[config.mk]
export PLATFORM = sky130hd
export DESIGN_NAME = csc_regs
export DESIGN_NICKNAME = d
export VERILOG_FILES = /design/src/hdl/csc_pkg.sv /design/src/hdl/csc_fault_queue.sv /design/src/hdl/csc_regs.sv
export SDC_FILE = /design/constraint.sdc
export NUM_CORES = 1
export LEC_CHECK = 0
export ABC_AREA = 0
export BUFFER_PORTS_ARGS = -buffer_cell sky130_fd_sc_hd__buf_2
export CAP_MARGIN = 30
export CORE_MARGIN = 8
export CORE_UTILIZATION = 55
export DETAILED_ROUTE_END_ITERATION = 8
export PLACE_DENSITY = 0.72
export SLEW_MARGIN = 20
export SYNTH_ARGS = -nofsm -noshare
export SYNTH_HDL_FRONTEND = slang
export SYNTH_SLANG_ARGS = --single-unit
[constraint.sdc]
create_clock -name CLOCK_I -period 5.01 [get_ports CLOCK_I]
set_input_delay 0.7515 -clock CLOCK_I [delete_from_list [all_inputs] [get_ports CLOCK_I]]
set_output_delay 0.7515 -clock CLOCK_I [all_outputs]
set_load 0.02 [all_outputs]
[src/hdl/csc_pkg.sv]
package csc_pkg;

  // Serial port
  localparam logic [6:0] DEV_ADDR = 7'h6A;
  localparam logic [7:0] REG_STATUS = 8'h00;
  localparam logic [7:0] REG_CONTROL = 8'h01;
  localparam logic [7:0] READ_UNMAPPED = 8'hFF;
  localparam logic [3:0] BITS_PER_BYTE = 4'h8;

  // Status register fields
  localparam int ST_WDOG_FLAG_BIT = 7;
  localparam int ST_WDOG_EN_BIT = 6;
  localparam logic WDOG_EN_RESET = 1'h0;
  localparam logic WDOG_FLAG_RESET = 1'h0;

  // Control register fields
  localparam int CTL_SOFT_RESET_BIT = 7;

  // Charge phase codes
  localparam logic [1:0] PHASE_READY = 2'h0;
  localparam logic [1:0] PHASE_CHARGING = 2'h1;
  localparam logic [1:0] PHASE_DONE = 2'h2;
  localparam logic [1:0] PHASE_FAULT = 2'h3;

  // Fault codes; codes 1 to 9 come from the core's fault vector
  localparam logic [3:0] FAULT_NORMAL = 4'h0;
  localparam logic [3:0] FAULT_IN_LDO_LOW = 4'hA;
  localparam int FAULT_SOURCES = 10;
  localparam int FQ_DEPTH = 8;

  // Input current cap selection
  localparam logic [2:0] CAP_EXT_RESISTOR = 3'h6;
  localparam logic [2:0] CAP_UNLIMITED_CLAMP = 3'h7;

  // Watchdog period in cycles of the 50 ns clock; value is a plain default
  localparam int unsigned WDOG_CYCLES_DEFAULT = 32'd1000000;

  typedef struct packed {
    logic [2:0] input_current_cap_sel;
    logic ind_en;
    logic term_en;
    logic inhibit;
    logic converter_standby_sel;
  } csc_ctrl_t;

  localparam csc_ctrl_t CTRL_DEFAULT = '{
    input_current_cap_sel: 3'h0,
    ind_en: 1'h1,
    term_en: 1'h1,
    inhibit: 1'h0,
    converter_standby_sel: 1'h0
  };

  typedef enum logic [3:0] {
    ST_IDLE,
    ST_ADDR,
    ST_ACK_ADDR,
    ST_PTR,
    ST_ACK_PTR,
    ST_WDATA,
    ST_ACK_WDATA,
    ST_RDATA,
    ST_RACK
  } csc_i2c_state_t;

endpackage : csc_pkg

[src/hdl/csc_fault_queue.sv]
`timescale 1ns/10ps
module csc_fault_queue
  import csc_pkg::*;
(
  input wire logic clk_i,
  input wire logic rst_i,
  input wire logic push_i,
  input wire logic [3:0] code_i,
  input wire logic pop_i,
  output logic [3:0] head_o,
  output logic empty_o
);

  logic [3:0] mem [FQ_DEPTH];
  logic [2:0] wr_ptr;
  logic [2:0] rd_ptr;
  logic [3:0] count;
  logic do_push;
  logic do_pop;

  assign empty_o = (count == 4'h0);
  assign do_pop = pop_i && !empty_o;
  // When full, a new fault is dropped unless a read frees a slot this cycle
  assign do_push = push_i && ((count != 4'(FQ_DEPTH)) || do_pop);
  assign head_o = mem[rd_ptr];

  always_ff @(posedge clk_i) begin
    if (rst_i) begin
      for (int i = 0; i < FQ_DEPTH; i++) begin
        mem[i] <= FAULT_NORMAL;
      end
    end else if (do_push) begin
      mem[wr_ptr] <= code_i;
    end
  end

  always_ff @(posedge clk_i) begin
    if (rst_i) begin
      wr_ptr <= 3'h0;
      rd_ptr <= 3'h0;
      count <= 4'h0;
    end else begin
      if (do_push) begin
        wr_ptr <= wr_ptr + 3'h1;
      end
      if (do_pop) begin
        rd_ptr <= rd_ptr + 3'h1;
      end
      count <= count + 4'(do_push) - 4'(do_pop);
    end
  end

endmodule : csc_fault_queue

[src/hdl/csc_regs.sv]
`timescale 1ns/10ps
module csc_regs
  import csc_pkg::*;
#(
  parameter int unsigned WDOG_CYCLES = WDOG_CYCLES_DEFAULT
) (
  input wire logic CLOCK_I,
  input wire logic RESET_I,
  input wire logic SCL_I,
  input wire logic SDA_I,
  output logic SDA_O,
  output logic SDA_OEN_O,
  input wire logic [1:0] PHASE_I,
  input wire logic [8:0] FAULT_COND_I,
  input wire logic LDO_LOW_I,
  input wire logic INPUT_UVLO_I,
  output logic STAT_PIN_O,
  output logic STAT_PIN_OEN_O,
  output logic [2:0] INPUT_CAP_SEL_O,
  output logic HOST_MODE_O,
  output logic TERM_EN_O,
  output logic CHARGE_INHIBIT_O,
  output logic CONVERTER_STANDBY_O,
  output logic WDOG_EXPIRED_O
);

  // Lowest-numbered active source wins; index i stands for code i+1
  function automatic logic [3:0] lowest_code(input logic [FAULT_SOURCES-1:0] v);
    logic [3:0] code;
    code = FAULT_NORMAL;
    for (int i = FAULT_SOURCES - 1; i >= 0; i--) begin
      if (v[i]) begin
        code = 4'(i + 1);
      end
    end
    return code;
  endfunction : lowest_code

  logic scl_s1;
  logic scl_s2;
  logic scl_s3;
  logic sda_s1;
  logic sda_s2;
  logic sda_s3;
  logic scl_rise;
  logic scl_fall;
  logic start_det;
  logic stop_det;
  csc_i2c_state_t state;
  logic [3:0] bit_cnt;
  logic [7:0] rx_shift;
  logic [7:0] tx_byte;
  logic [7:0] ptr;
  logic rw;
  logic sda_low;
  logic read_load;
  logic wr_stb;
  logic [7:0] read_value;
  csc_ctrl_t ctrl;
  logic watchdog_timer_on;
  logic watchdog_expired_flag;
  logic host_mode;
  logic [31:0] wdog_cnt;
  logic wdog_expire;
  logic uvlo_d;
  logic leave_arm;
  logic [FAULT_SOURCES-1:0] cond;
  logic [FAULT_SOURCES-1:0] cond_d;
  logic [FAULT_SOURCES-1:0] pend;
  logic [FAULT_SOURCES-1:0] grant_vec;
  logic [3:0] push_code;
  logic q_pop;
  logic [3:0] q_head;
  logic q_empty;
  logic [3:0] fault_field;
  logic [1:0] phase_eff;

  // Pin synchronisers; edges are found between the second and third stage
  always_ff @(posedge CLOCK_I) begin
    if (RESET_I) begin
      scl_s1 <= 1'h1;
      scl_s2 <= 1'h1;
      scl_s3 <= 1'h1;
      sda_s1 <= 1'h1;
      sda_s2 <= 1'h1;
      sda_s3 <= 1'h1;
    end else begin
      scl_s1 <= SCL_I;
      scl_s2 <= scl_s1;
      scl_s3 <= scl_s2;
      sda_s1 <= SDA_I;
      sda_s2 <= sda_s1;
      sda_s3 <= sda_s2;
    end
  end

  assign scl_rise = scl_s2 && !scl_s3;
  assign scl_fall = !scl_s2 && scl_s3;
  assign start_det = scl_s2 && scl_s3 && sda_s3 && !sda_s2;
  assign stop_det = scl_s2 && scl_s3 && !sda_s3 && sda_s2;

  always_comb begin
    case (ptr)
      REG_STATUS: read_value = {watchdog_expired_flag, watchdog_timer_on, phase_eff, fault_field};
      REG_CONTROL: read_value = {1'h0, ctrl};
      default: read_value = READ_UNMAPPED;
    endcase
  end

  assign read_load = scl_fall && !start_det && !stop_det &&
                     ((state == ST_ACK_ADDR && rw) || state == ST_RACK);
  assign wr_stb = scl_fall && !start_det && !stop_det &&
                  state == ST_WDATA && bit_cnt == BITS_PER_BYTE;

  always_ff @(posedge CLOCK_I) begin
    if (RESET_I) begin
      state <= ST_IDLE;
      bit_cnt <= 4'h0;
      rx_shift <= 8'h00;
      tx_byte <= 8'hFF;
      ptr <= 8'h00;
      rw <= 1'h0;
      sda_low <= 1'h0;
    end else if (stop_det) begin
      state <= ST_IDLE;
      sda_low <= 1'h0;
    end else if (start_det) begin
      state <= ST_ADDR;
      bit_cnt <= 4'h0;
      sda_low <= 1'h0;
    end else if (scl_rise) begin
      case (state)
        ST_ADDR, ST_PTR, ST_WDATA: begin
          rx_shift <= {rx_shift[6:0], sda_s2};
          bit_cnt <= bit_cnt + 4'h1;
        end
        ST_RDATA: begin
          bit_cnt <= bit_cnt + 4'h1;
        end
        ST_RACK: begin
          // A not-acknowledge ends the read
          if (sda_s2) begin
            state <= ST_IDLE;
          end
        end
        default: begin
        end
      endcase
    end else if (scl_fall) begin
      case (state)
        ST_ADDR: begin
          if (bit_cnt == BITS_PER_BYTE) begin
            if (rx_shift[7:1] == DEV_ADDR) begin
              rw <= rx_shift[0];
              sda_low <= 1'h1;
              state <= ST_ACK_ADDR;
            end else begin
              state <= ST_IDLE;
            end
          end
        end
        ST_ACK_ADDR: begin
          bit_cnt <= 4'h0;
          if (rw) begin
            tx_byte <= read_value;
            sda_low <= !read_value[7];
            state <= ST_RDATA;
          end else begin
            sda_low <= 1'h0;
            state <= ST_PTR;
          end
        end
        ST_PTR: begin
          if (bit_cnt == BITS_PER_BYTE) begin
            ptr <= rx_shift;
            sda_low <= 1'h1;
            state <= ST_ACK_PTR;
          end
        end
        ST_ACK_PTR, ST_ACK_WDATA: begin
          sda_low <= 1'h0;
          bit_cnt <= 4'h0;
          state <= ST_WDATA;
        end
        ST_WDATA: begin
          if (bit_cnt == BITS_PER_BYTE) begin
            sda_low <= 1'h1;
            state <= ST_ACK_WDATA;
          end
        end
        ST_RDATA: begin
          if (bit_cnt == BITS_PER_BYTE) begin
            sda_low <= 1'h0;
            state <= ST_RACK;
          end else begin
            sda_low <= !tx_byte[3'(4'h7 - bit_cnt)];
          end
        end
        ST_RACK: begin
          // Pointer does not advance, so repeated reads walk the fault queue
          bit_cnt <= 4'h0;
          tx_byte <= read_value;
          sda_low <= !read_value[7];
          state <= ST_RDATA;
        end
        default: begin
        end
      endcase
    end
  end

  // Open drain: only ever pull low, enable active low
  always_ff @(posedge CLOCK_I) begin
    if (RESET_I) begin
      SDA_O <= 1'h0;
      SDA_OEN_O <= 1'h1;
    end else begin
      SDA_O <= 1'h0;
      SDA_OEN_O <= !sda_low;
    end
  end

  // Control register and watchdog enable
  always_ff @(posedge CLOCK_I) begin
    if (RESET_I) begin
      ctrl <= CTRL_DEFAULT;
      watchdog_timer_on <= WDOG_EN_RESET;
    end else if (wr_stb && ptr == REG_CONTROL) begin
      if (rx_shift[CTL_SOFT_RESET_BIT]) begin
        ctrl <= CTRL_DEFAULT;
        watchdog_timer_on <= WDOG_EN_RESET;
      end else begin
        ctrl <= csc_ctrl_t'(rx_shift[6:0]);
      end
    end else if (wr_stb && ptr == REG_STATUS) begin
      // only the enable bit is writable
      watchdog_timer_on <= rx_shift[ST_WDOG_EN_BIT];
    end else if (wdog_expire) begin
      ctrl <= CTRL_DEFAULT;
    end
  end

  always_ff @(posedge CLOCK_I) begin
    if (RESET_I) begin
      wdog_cnt <= 32'h0;
    end else if (!watchdog_timer_on || wdog_expire) begin
      wdog_cnt <= 32'h0;
    end else if (wr_stb && ptr == REG_STATUS && rx_shift[ST_WDOG_EN_BIT]) begin
      wdog_cnt <= 32'h0;
    end else begin
      wdog_cnt <= wdog_cnt + 32'h1;
    end
  end

  assign wdog_expire = watchdog_timer_on && (wdog_cnt == 32'(WDOG_CYCLES - 1));

  // sticky expiry flag; a new expiry beats the clear by a read
  always_ff @(posedge CLOCK_I) begin
    if (RESET_I) begin
      watchdog_expired_flag <= WDOG_FLAG_RESET;
    end else if (wdog_expire) begin
      watchdog_expired_flag <= 1'h1;
    end else if (read_load && ptr == REG_STATUS) begin
      watchdog_expired_flag <= 1'h0;
    end
  end

  // host mode entered by a serial write, left on expiry
  always_ff @(posedge CLOCK_I) begin
    if (RESET_I) begin
      host_mode <= 1'h0;
    end else if (wdog_expire) begin
      host_mode <= 1'h0;
    end else if (wr_stb) begin
      host_mode <= 1'h1;
    end
  end

  // remember leaving lockout while the regulator is still low
  always_ff @(posedge CLOCK_I) begin
    if (RESET_I) begin
      uvlo_d <= 1'h0;
      leave_arm <= 1'h0;
    end else begin
      uvlo_d <= INPUT_UVLO_I;
      if (!LDO_LOW_I) begin
        leave_arm <= 1'h0;
      end else if (uvlo_d && !INPUT_UVLO_I) begin
        leave_arm <= 1'h1;
      end
    end
  end

  // input fault with regulator low
  // Delayed lockout bridges the cycle before the leave latch sets, so no false onset
  assign cond = {LDO_LOW_I && (INPUT_UVLO_I || uvlo_d || leave_arm), FAULT_COND_I};
  assign push_code = lowest_code(pend);
  assign grant_vec = (|pend) ? (10'h001 << (push_code - 4'h1)) : 10'h000;

  // each new fault onset waits here until its turn to be offered to the queue, which drops it when full
  always_ff @(posedge CLOCK_I) begin
    if (RESET_I) begin
      cond_d <= 10'h000;
      pend <= 10'h000;
    end else begin
      cond_d <= cond;
      pend <= (pend & ~grant_vec) | (cond & ~cond_d);
    end
  end

  assign q_pop = read_load && ptr == REG_STATUS;

  csc_fault_queue i_csc_fault_queue (
    .clk_i(CLOCK_I),
    .rst_i(RESET_I),
    .push_i(|pend),
    .code_i(push_code),
    .pop_i(q_pop),
    .head_o(q_head),
    .empty_o(q_empty)
  );

  // fault field; normal once drained and idle
  assign fault_field = q_empty ? lowest_code(cond) : q_head;

  // phase code; done hidden without termination
  assign phase_eff = (!ctrl.term_en && PHASE_I == PHASE_DONE) ? PHASE_CHARGING : PHASE_I;

  // Outputs to the charger core
  always_ff @(posedge CLOCK_I) begin
    if (RESET_I) begin
      INPUT_CAP_SEL_O <= CAP_EXT_RESISTOR;
      HOST_MODE_O <= 1'h0;
      TERM_EN_O <= CTRL_DEFAULT.term_en;
      CHARGE_INHIBIT_O <= CTRL_DEFAULT.inhibit;
      CONVERTER_STANDBY_O <= CTRL_DEFAULT.converter_standby_sel;
      WDOG_EXPIRED_O <= WDOG_FLAG_RESET;
      STAT_PIN_O <= 1'h0;
      STAT_PIN_OEN_O <= 1'h1;
    end else begin
      INPUT_CAP_SEL_O <= host_mode ? ctrl.input_current_cap_sel : CAP_EXT_RESISTOR;
      HOST_MODE_O <= host_mode;
      TERM_EN_O <= ctrl.term_en;
      CHARGE_INHIBIT_O <= ctrl.inhibit;
      CONVERTER_STANDBY_O <= ctrl.converter_standby_sel;
      WDOG_EXPIRED_O <= watchdog_expired_flag;
      STAT_PIN_O <= 1'h0;
      // indicator pulls low while charging, released when disabled
      STAT_PIN_OEN_O <= !(ctrl.ind_en && phase_eff == PHASE_CHARGING);
    end
  end

endmodule : csc_regs

Word-level counts from Yosys, hierarchy flattened
Memory sizes are Yosys's and may differ from the RTL's. A register that Yosys moved wholly into a read port is not among the register bits.
Index checks and enable logic that the tools add are counted.
- bits in writable memories: 32
- output and inout bits: 12
- memories: 1
- input bits: 17
- register bits: 124
- word-level logic and storage cells: 241
- memories (name ; depth ; width ; read ports ; clocked after memory_dff ; write ports ; RTL line ; text):
    i_csc_fault_queue.mem ; 8 ; 4 ; 1 ; 1 ; 8 ; csc_fault_queue.sv:14 ; logic [3:0] mem [FQ_DEPTH];
- multiplexer cells: 70
- shift operators: 1
- reductions and logical operators: 78
- equality and inequality tests: 34
- $lt $le $gt $ge: 1
- bitwise operators: 10
- add/subtract/negate cells: 8
- operators with widths (kind ; count):
    4-bit 2-to-1 mux ; 35
    32-bit by 1-bit adder with 32-bit output (second input constant) ; 1
    32-bit by 20-bit == test with 1-bit output (second input constant) ; 1
    8-bit one-hot mux with 2 select lines ; 2
    7-bit 2-to-1 mux ; 4
    4-bit one-hot mux with 7 select lines ; 1
    1-bit logical AND ; 24
    10-bit bitwise AND ; 2
    10-bit NOT ; 2
    1-bit 2-to-1 mux ; 18
    6-bit AND reduction ; 3
    4-bit by 3-bit == test with 1-bit output (second input constant) ; 4
    4-bit != test (second input constant) ; 4
    8-bit AND reduction ; 2
    1-bit zero test ; 14
    3-bit 2-to-1 mux ; 4
    2-bit != test (second input constant) ; 6
    2-bit OR reduction ; 6
    4-bit OR reduction ; 3
    10-bit 2-to-1 mux ; 1
    10-bit OR ; 1
    2-bit nonzero test ; 5
    10-bit OR reduction ; 1
    1-bit by 4-bit << shifter with 10-bit output (first input constant) ; 1
    other kinds (35) ; 57

Logic depth before layout (Yosys ltp)
- word-level depth: 18
- depth in mapped cells: 13
- depth with buffers taken out: 12

Cells and area by module
From an unflattened synthesis, not the netlist that was laid out.
- cells, all modules: 782
- area total of the unflattened synthesis: 7557.2 um^2
- by module, submodules not included (module ; area an instance (um^2) ; instances ; seq. area each (um^2) ; cells an instance):
    csc_regs ; 5247.5 ; 1 ; 2282.2 ; 590
    csc_fault_queue ; 2309.7 ; 1 ; 1221.2 ; 192

Worst setup path after synthesis
No wires, ideal clock.
- path kind: register to register
- start: reg ptr[2]
- end: reg i_csc_fault_queue.count[2]
- arrival time: 2.259 ns
- setup time: 0.128 ns
- clock period less this slack: 2.387 ns
- stages on the path, launching flop included: 13
- path slack: 2.623 ns
- required time: 4.882 ns
- path buffers: 2
- cells stage by stage: dfxtp_1 > nor4_1 > and2_1 > buf_4 > and4_4 > buf_6 > ha_1 > inv_1 > ha_1 > inv_1 > fa_1 > xor2_1 > nor2_1
- longest elaborated chain between the ends: 7
- RTL lines (item ; RTL line ; text):
    start, declared ; csc_regs.sv:53 ; logic [7:0] ptr;
    start signal, assigned ; csc_regs.sv:175 ; ptr <= rx_shift;
    8-bit zero test (*) ; csc_regs.sv:311 ; assign q_pop = read_load && ptr == REG_STATUS;
    1-bit logical AND (*) ; csc_regs.sv:311 ;
    1-bit logical AND (*) ; csc_fault_queue.sv:22 ; assign do_pop = pop_i && !empty_o;
    1-bit logical OR ; csc_fault_queue.sv:24 ; assign do_push = push_i && ((count != 4'(FQ_DEPTH)) || do_pop);
    1-bit logical AND ; csc_fault_queue.sv:24 ;
    4-bit by 1-bit adder with 4-bit output ; csc_fault_queue.sv:49 ; count <= count + 4'(do_push) - 4'(do_pop);
    4-bit by 1-bit subtractor with 4-bit output (*) ; csc_fault_queue.sv:49 ;
    end signal, assigned ; csc_fault_queue.sv:49 ;
    end, declared ; csc_fault_queue.sv:17 ; logic [3:0] count;
Mark *: on every way between the ends. The rest lies on a longest branch, timed or not.
A chain may end at the register's enable or synchronous reset.

Worst setup path after layout
- start: reg state[1]
- end: reg i_csc_fault_queue.count[2]
- longest elaborated chain between the ends: 10
- elaborated cells on any way between the ends: 11
- classes of those cells: 2 x add/sub; 2 x eq/ne; 7 x reduce/logical
- RTL lines (item ; RTL line ; text):
    start, declared ; csc_regs.sv:49 ; csc_i2c_state_t state;
    start signal, assigned ; csc_regs.sv:117 ; state <= ST_IDLE;
    start signal, assigned ; csc_regs.sv:125 ; state <= ST_IDLE;
    start signal, assigned ; csc_regs.sv:128 ; state <= ST_ADDR;
    4-bit by 2-bit == test with 1-bit output ; csc_regs.sv:111 ; ((state == ST_ACK_ADDR && rw) || state == ST_RACK);
    1-bit logical AND ; csc_regs.sv:111 ;
    1-bit logical OR (*) ; csc_regs.sv:111 ;
    1-bit logical AND (*) ; csc_regs.sv:110 ; assign read_load = scl_fall && !start_det && !stop_det &&
    1-bit logical AND (*) ; csc_regs.sv:311 ;
    1-bit logical AND (*) ; csc_fault_queue.sv:22 ;
    1-bit logical OR ; csc_fault_queue.sv:24 ;
    1-bit logical AND ; csc_fault_queue.sv:24 ;
    4-bit by 1-bit adder with 4-bit output ; csc_fault_queue.sv:49 ;
    4-bit by 1-bit subtractor with 4-bit output (*) ; csc_fault_queue.sv:49 ;
Marks and branches as above.

==> flow_summary.yaml <==
layout:
  areaGrowthSynthToFinish_pct: 11.22
  antenna_cells_inserted: 0
  post_route_cells_drive_above_1_share: 0.1304
  area.sequential_sq_um: 3503
  n_fill_cell: 1111
  multi_input_area_sq_um: 3568
  final_layout_net_count: 803
sta:
  fin_worst_hold_slack_ns: 0.3876
  setup_violations: 0
  timing.slew.headroom: 0.3884
  max_clock_freq_mhz: 343.7
  final.min_clock_period_ns: 2.909
  finalClockSkew_ns: 0.007766
  setup_slack_ns: 2.101
  fin_setup_tns_ns: 0
  max_slew.worst_pin.slew_ns: 0.9164
  grt_setup_unrepaired: "false"
  finalHoldViolCount: 0
  finalCritPeriodShare: 0.5807
  timing.final.max_slew_violations: 0
worst_setup_path:
  crit-reg2reg-launch: "state[1]$_SDFFE_PP0P_"
  worst_ep_arrival_time_ns: 3.20
  timing.critical_path.slowest_cell_delay_ns: 0.62
  timing.reg2reg.worst_path_depth: 10
  endpoint_kind: "register"
  critical_path_peak_fanout: 17
  crit_path_cell_trace: "nand3b_1 > a211oi_2 > and4_4 > o21ai_2 > inv_2 > ha_1 > inv_1 > fa_1 > xor2_1 > nor2_1"
  critPathLaunchType: "register"
  slowest_stage: "dfxtp_1"
  timing.setup.critical_path_class: "reg -> reg"
  timing.rr.end: "i_csc_fault_queue.count[2]$_SDFF_PP0_"
  r2r_setup_slack_ns: 2.10
  startpoint: "state[1]$_SDFFE_PP0P_"
  worst_ep_required_time_ns: 5.30
synth:
  netlist.area_leader.share: 0.3465
  synth_enable_flop_cells: 32
  synth_seq_area_share: 0.4774
  postSynthAreaPerCell_sq_um: 9.745
  post-synth-top-area-cell: "dfxtp_1"
  synth.cells.most_frequent: "dfxtp_1, nor2_1, nand2_1"
  yosysUniqueCellTypes: 83
  synthesis.yosys.warnings: 0
  ys_seq_elements: 159
  ys_top_cells_by_area: "dfxtp_1, edfxtp_1, nor2_1, mux2i_1, mux4_2"
  postSynth.asyncResetShare: 0
  synthMostInstantiatedCell: "dfxtp_1"
  syn-instance-count: 753
  synth-main-ff-cell: "dfxtp_1"
  synth_area_sq_um: 7338
pwr:
  power.ir.vdd_worst_uv: 256.7
  cellPowerDensity_nw_per_um2: 385.9
  pwr-share-seq: 0.454
  p_clk_frac: 0.421
  switching_share: 0.2638
  post-layout-total-power_mw: 3.150
  combinational_share_of_power: 0.125
  static-leakage-power_nw: 3.050
  power.internal_mw: 2.319
  power_switching_mw: 0.8309
detailed_routing:
  routed_wire_length_per_instance_um: 16.58
  drt_iter0_drc: 585
  post-route-drc-count: 0
  drt-pass1-iter-count: 5
  totalWireLength_um: 15880
  avgViaCountPerCell: 5.786
  drtAntennaViolNets: 0
  vias: 5543
global_route:
  antenna_found_initial: 0
  vias_in_the_first_global_route: 5491
  grt_max_degree: 70
  grt_first_pass_wirelength_um: 26810
  grt_overflow: 0
  total_routing_resource_utilization_after_global_routing: 0.1896
clock_network:
  clock_insertion_delay_worst_skew_ns: 0.43
  inserted_clock_buffers: 17
  cells_resized_by_post_cts_repair: 0
  cts.root.buffer_cell: "clkbuf_16"
  htreeDepth: 4
  cts.repair_timing.setup_buffer_count: 0
  clock_sinks: 159
  tritoncts: "yes"
  cts_hold_repair.buffers: 0
  clock_path_buffers: 2
  clkTransAtPathRegs_ns: 0.06
worst_hold_path:
  min_delay_worst_endpoint: "pend[0]$_SDFF_PP0_"
  timing.hold.worst.class: "reg -> reg"
  worstHoldPathCells: 1
  hold_path.startpoint: "cond_d[0]$_SDFF_PP0_"
outcome:
  run_status: "completed"
flow_run:
  cap_violations: 0
placed_design:
  buffer_ports.inserted: 26
  post-dp-hpwl_um: 11140
  gp_congestion: 0.8315
  post_placement_setup_slack_ns: 2.185
floorplanning:
  start_util: 0.5586
  design.die.area_sq_um: 17290
  die_h_um: 131.5
  fp-row-count: 42
  die_w_um: 131.5
  coreArea_sq_um: 13140
  io_pins: 29
## power by group through the flow
stage	registers (mW)	logic, mW	clock network, mW
3_3_place_gp	1.46	0.369	0
2_1_floorplan	1.44	0.291	0
5_1_grt	1.44	0.444	1.40
3_5_place_dp	1.46	0.389	0
4_1_cts	1.43	0.391	1.35
6_report	1.43	0.392	1.33
## layout by cell type (no fill, tap or decap), types with 3 or more instances in the layout
master,netlist,routed
mux4_2,10,10
mux2i_1,23,23
buf_2,6,26
nor2b_1,27,27
and2_1,4,4
o221ai_1,3,3
inv_6,0,4
a21oi_1,25,25
xnor2_1,10,10
nor4_1,10,10
ha_1,16,16
dfxtp_1,127,127
nand3b_1,6,6
clkbuf_16,0,18
o21a_1,4,4
and3_1,11,11
clkinv_4,0,5
o21ai_1,9,9
nand4_1,16,16
a211oi_1,3,3
nor2_1,117,117
xor2_1,23,23
a21o_1,4,4
a22oi_1,3,3
or2_2,9,9
or4_1,3,3
nand3_1,26,26
nor3_1,10,10
o31ai_1,4,4
and4_1,6,6
edfxtp_1,32,32
nand2_1,45,45
mux2_1,3,3
o21ai_0,16,16
nand2b_1,17,17
nor3b_1,6,6
inv_1,28,28
o211ai_1,3,3
a22o_1,5,5
## area by class of cell
type | instances | area share
clock inverter | 13 | 0.01855
tap | 176 | 0.02698
inverter | 29 | 0.01334
sequential | 159 | 0.4293
timing repair buffer | 28 | 0.01778
clock buffer | 19 | 0.05688
multi-input combinational | 534 | 0.4372
## flip-flops by register name (all words and copies together) (netlist names), 3 cells and up, named ones only
register	flops
i_csc_fault_queue.mem	32
i_csc_fault_queue.rd_ptr	3
tx_byte	8
i_csc_fault_queue.wr_ptr	3
state	4
ctrl	7
rx_shift	8
i_csc_fault_queue.count	4
pend	10
INPUT_CAP_SEL_O	3
cond_d	10
bit_cnt	4
wdog_cnt	32
ptr	8
## stage by stage
step	cells	util	instance area [sq um]
floorplan	754	-	7342
global placement	926	0.5744	7546
detailed placement	926	0.5744	7546
CTS	958	0.6212	8162
global route	958	0.6212	8162
finish	958	0.6212	8162
## routing by layer
metal | vias up | share of wire | GRT usage
met4 | 0 | 0.016 | 0.07403
li1 | 2709 | - | -
met3 | 26 | 0.039 | 0.04916
met1 | 2685 | 0.44 | 0.2278
met5 | - | 0 | 0
met2 | 123 | 0.50 | 0.3189
## how the worst max path moves through the flow
stage / slack, ns / cells after the start / end
after floorplan: 2.62 / 12 / i_csc_fault_queue.count[2]$_SDFF_PP0_
after global placement: 2.29 / 10 / i_csc_fault_queue.count[2]$_SDFF_PP0_
after detailed placement: 2.18 / 10 / i_csc_fault_queue.count[2]$_SDFF_PP0_
after CTS: 2.11 / 10 / i_csc_fault_queue.count[2]$_SDFF_PP0_
after global routing: 1.79 / 10 / i_csc_fault_queue.count[2]$_SDFF_PP0_
final: 2.10 / 10 / i_csc_fault_queue.count[2]$_SDFF_PP0_
## cells by family after synthesis
family,after synthesis,share of synthesized area
other cells,1,0.0005110
simple gates,333,0.2368
compound gates,112,0.1108
xor+xnor,33,0.03939
fa+ha+maj,17,0.03001
mux,37,0.06820
flops,159,0.4774
buf+inv,61,0.03683
## critical path, delay by kind of cell, from the launching register on
kind	cells	cell delay, ns
compound gates	2	0.61
xor+xnor	1	0.19
fa+ha+maj	2	0.56
buf+inv	2	0.18
flops	1	0.62
simple gates	3	0.61
Note: power is estimated with default switching activity, not from simulation.
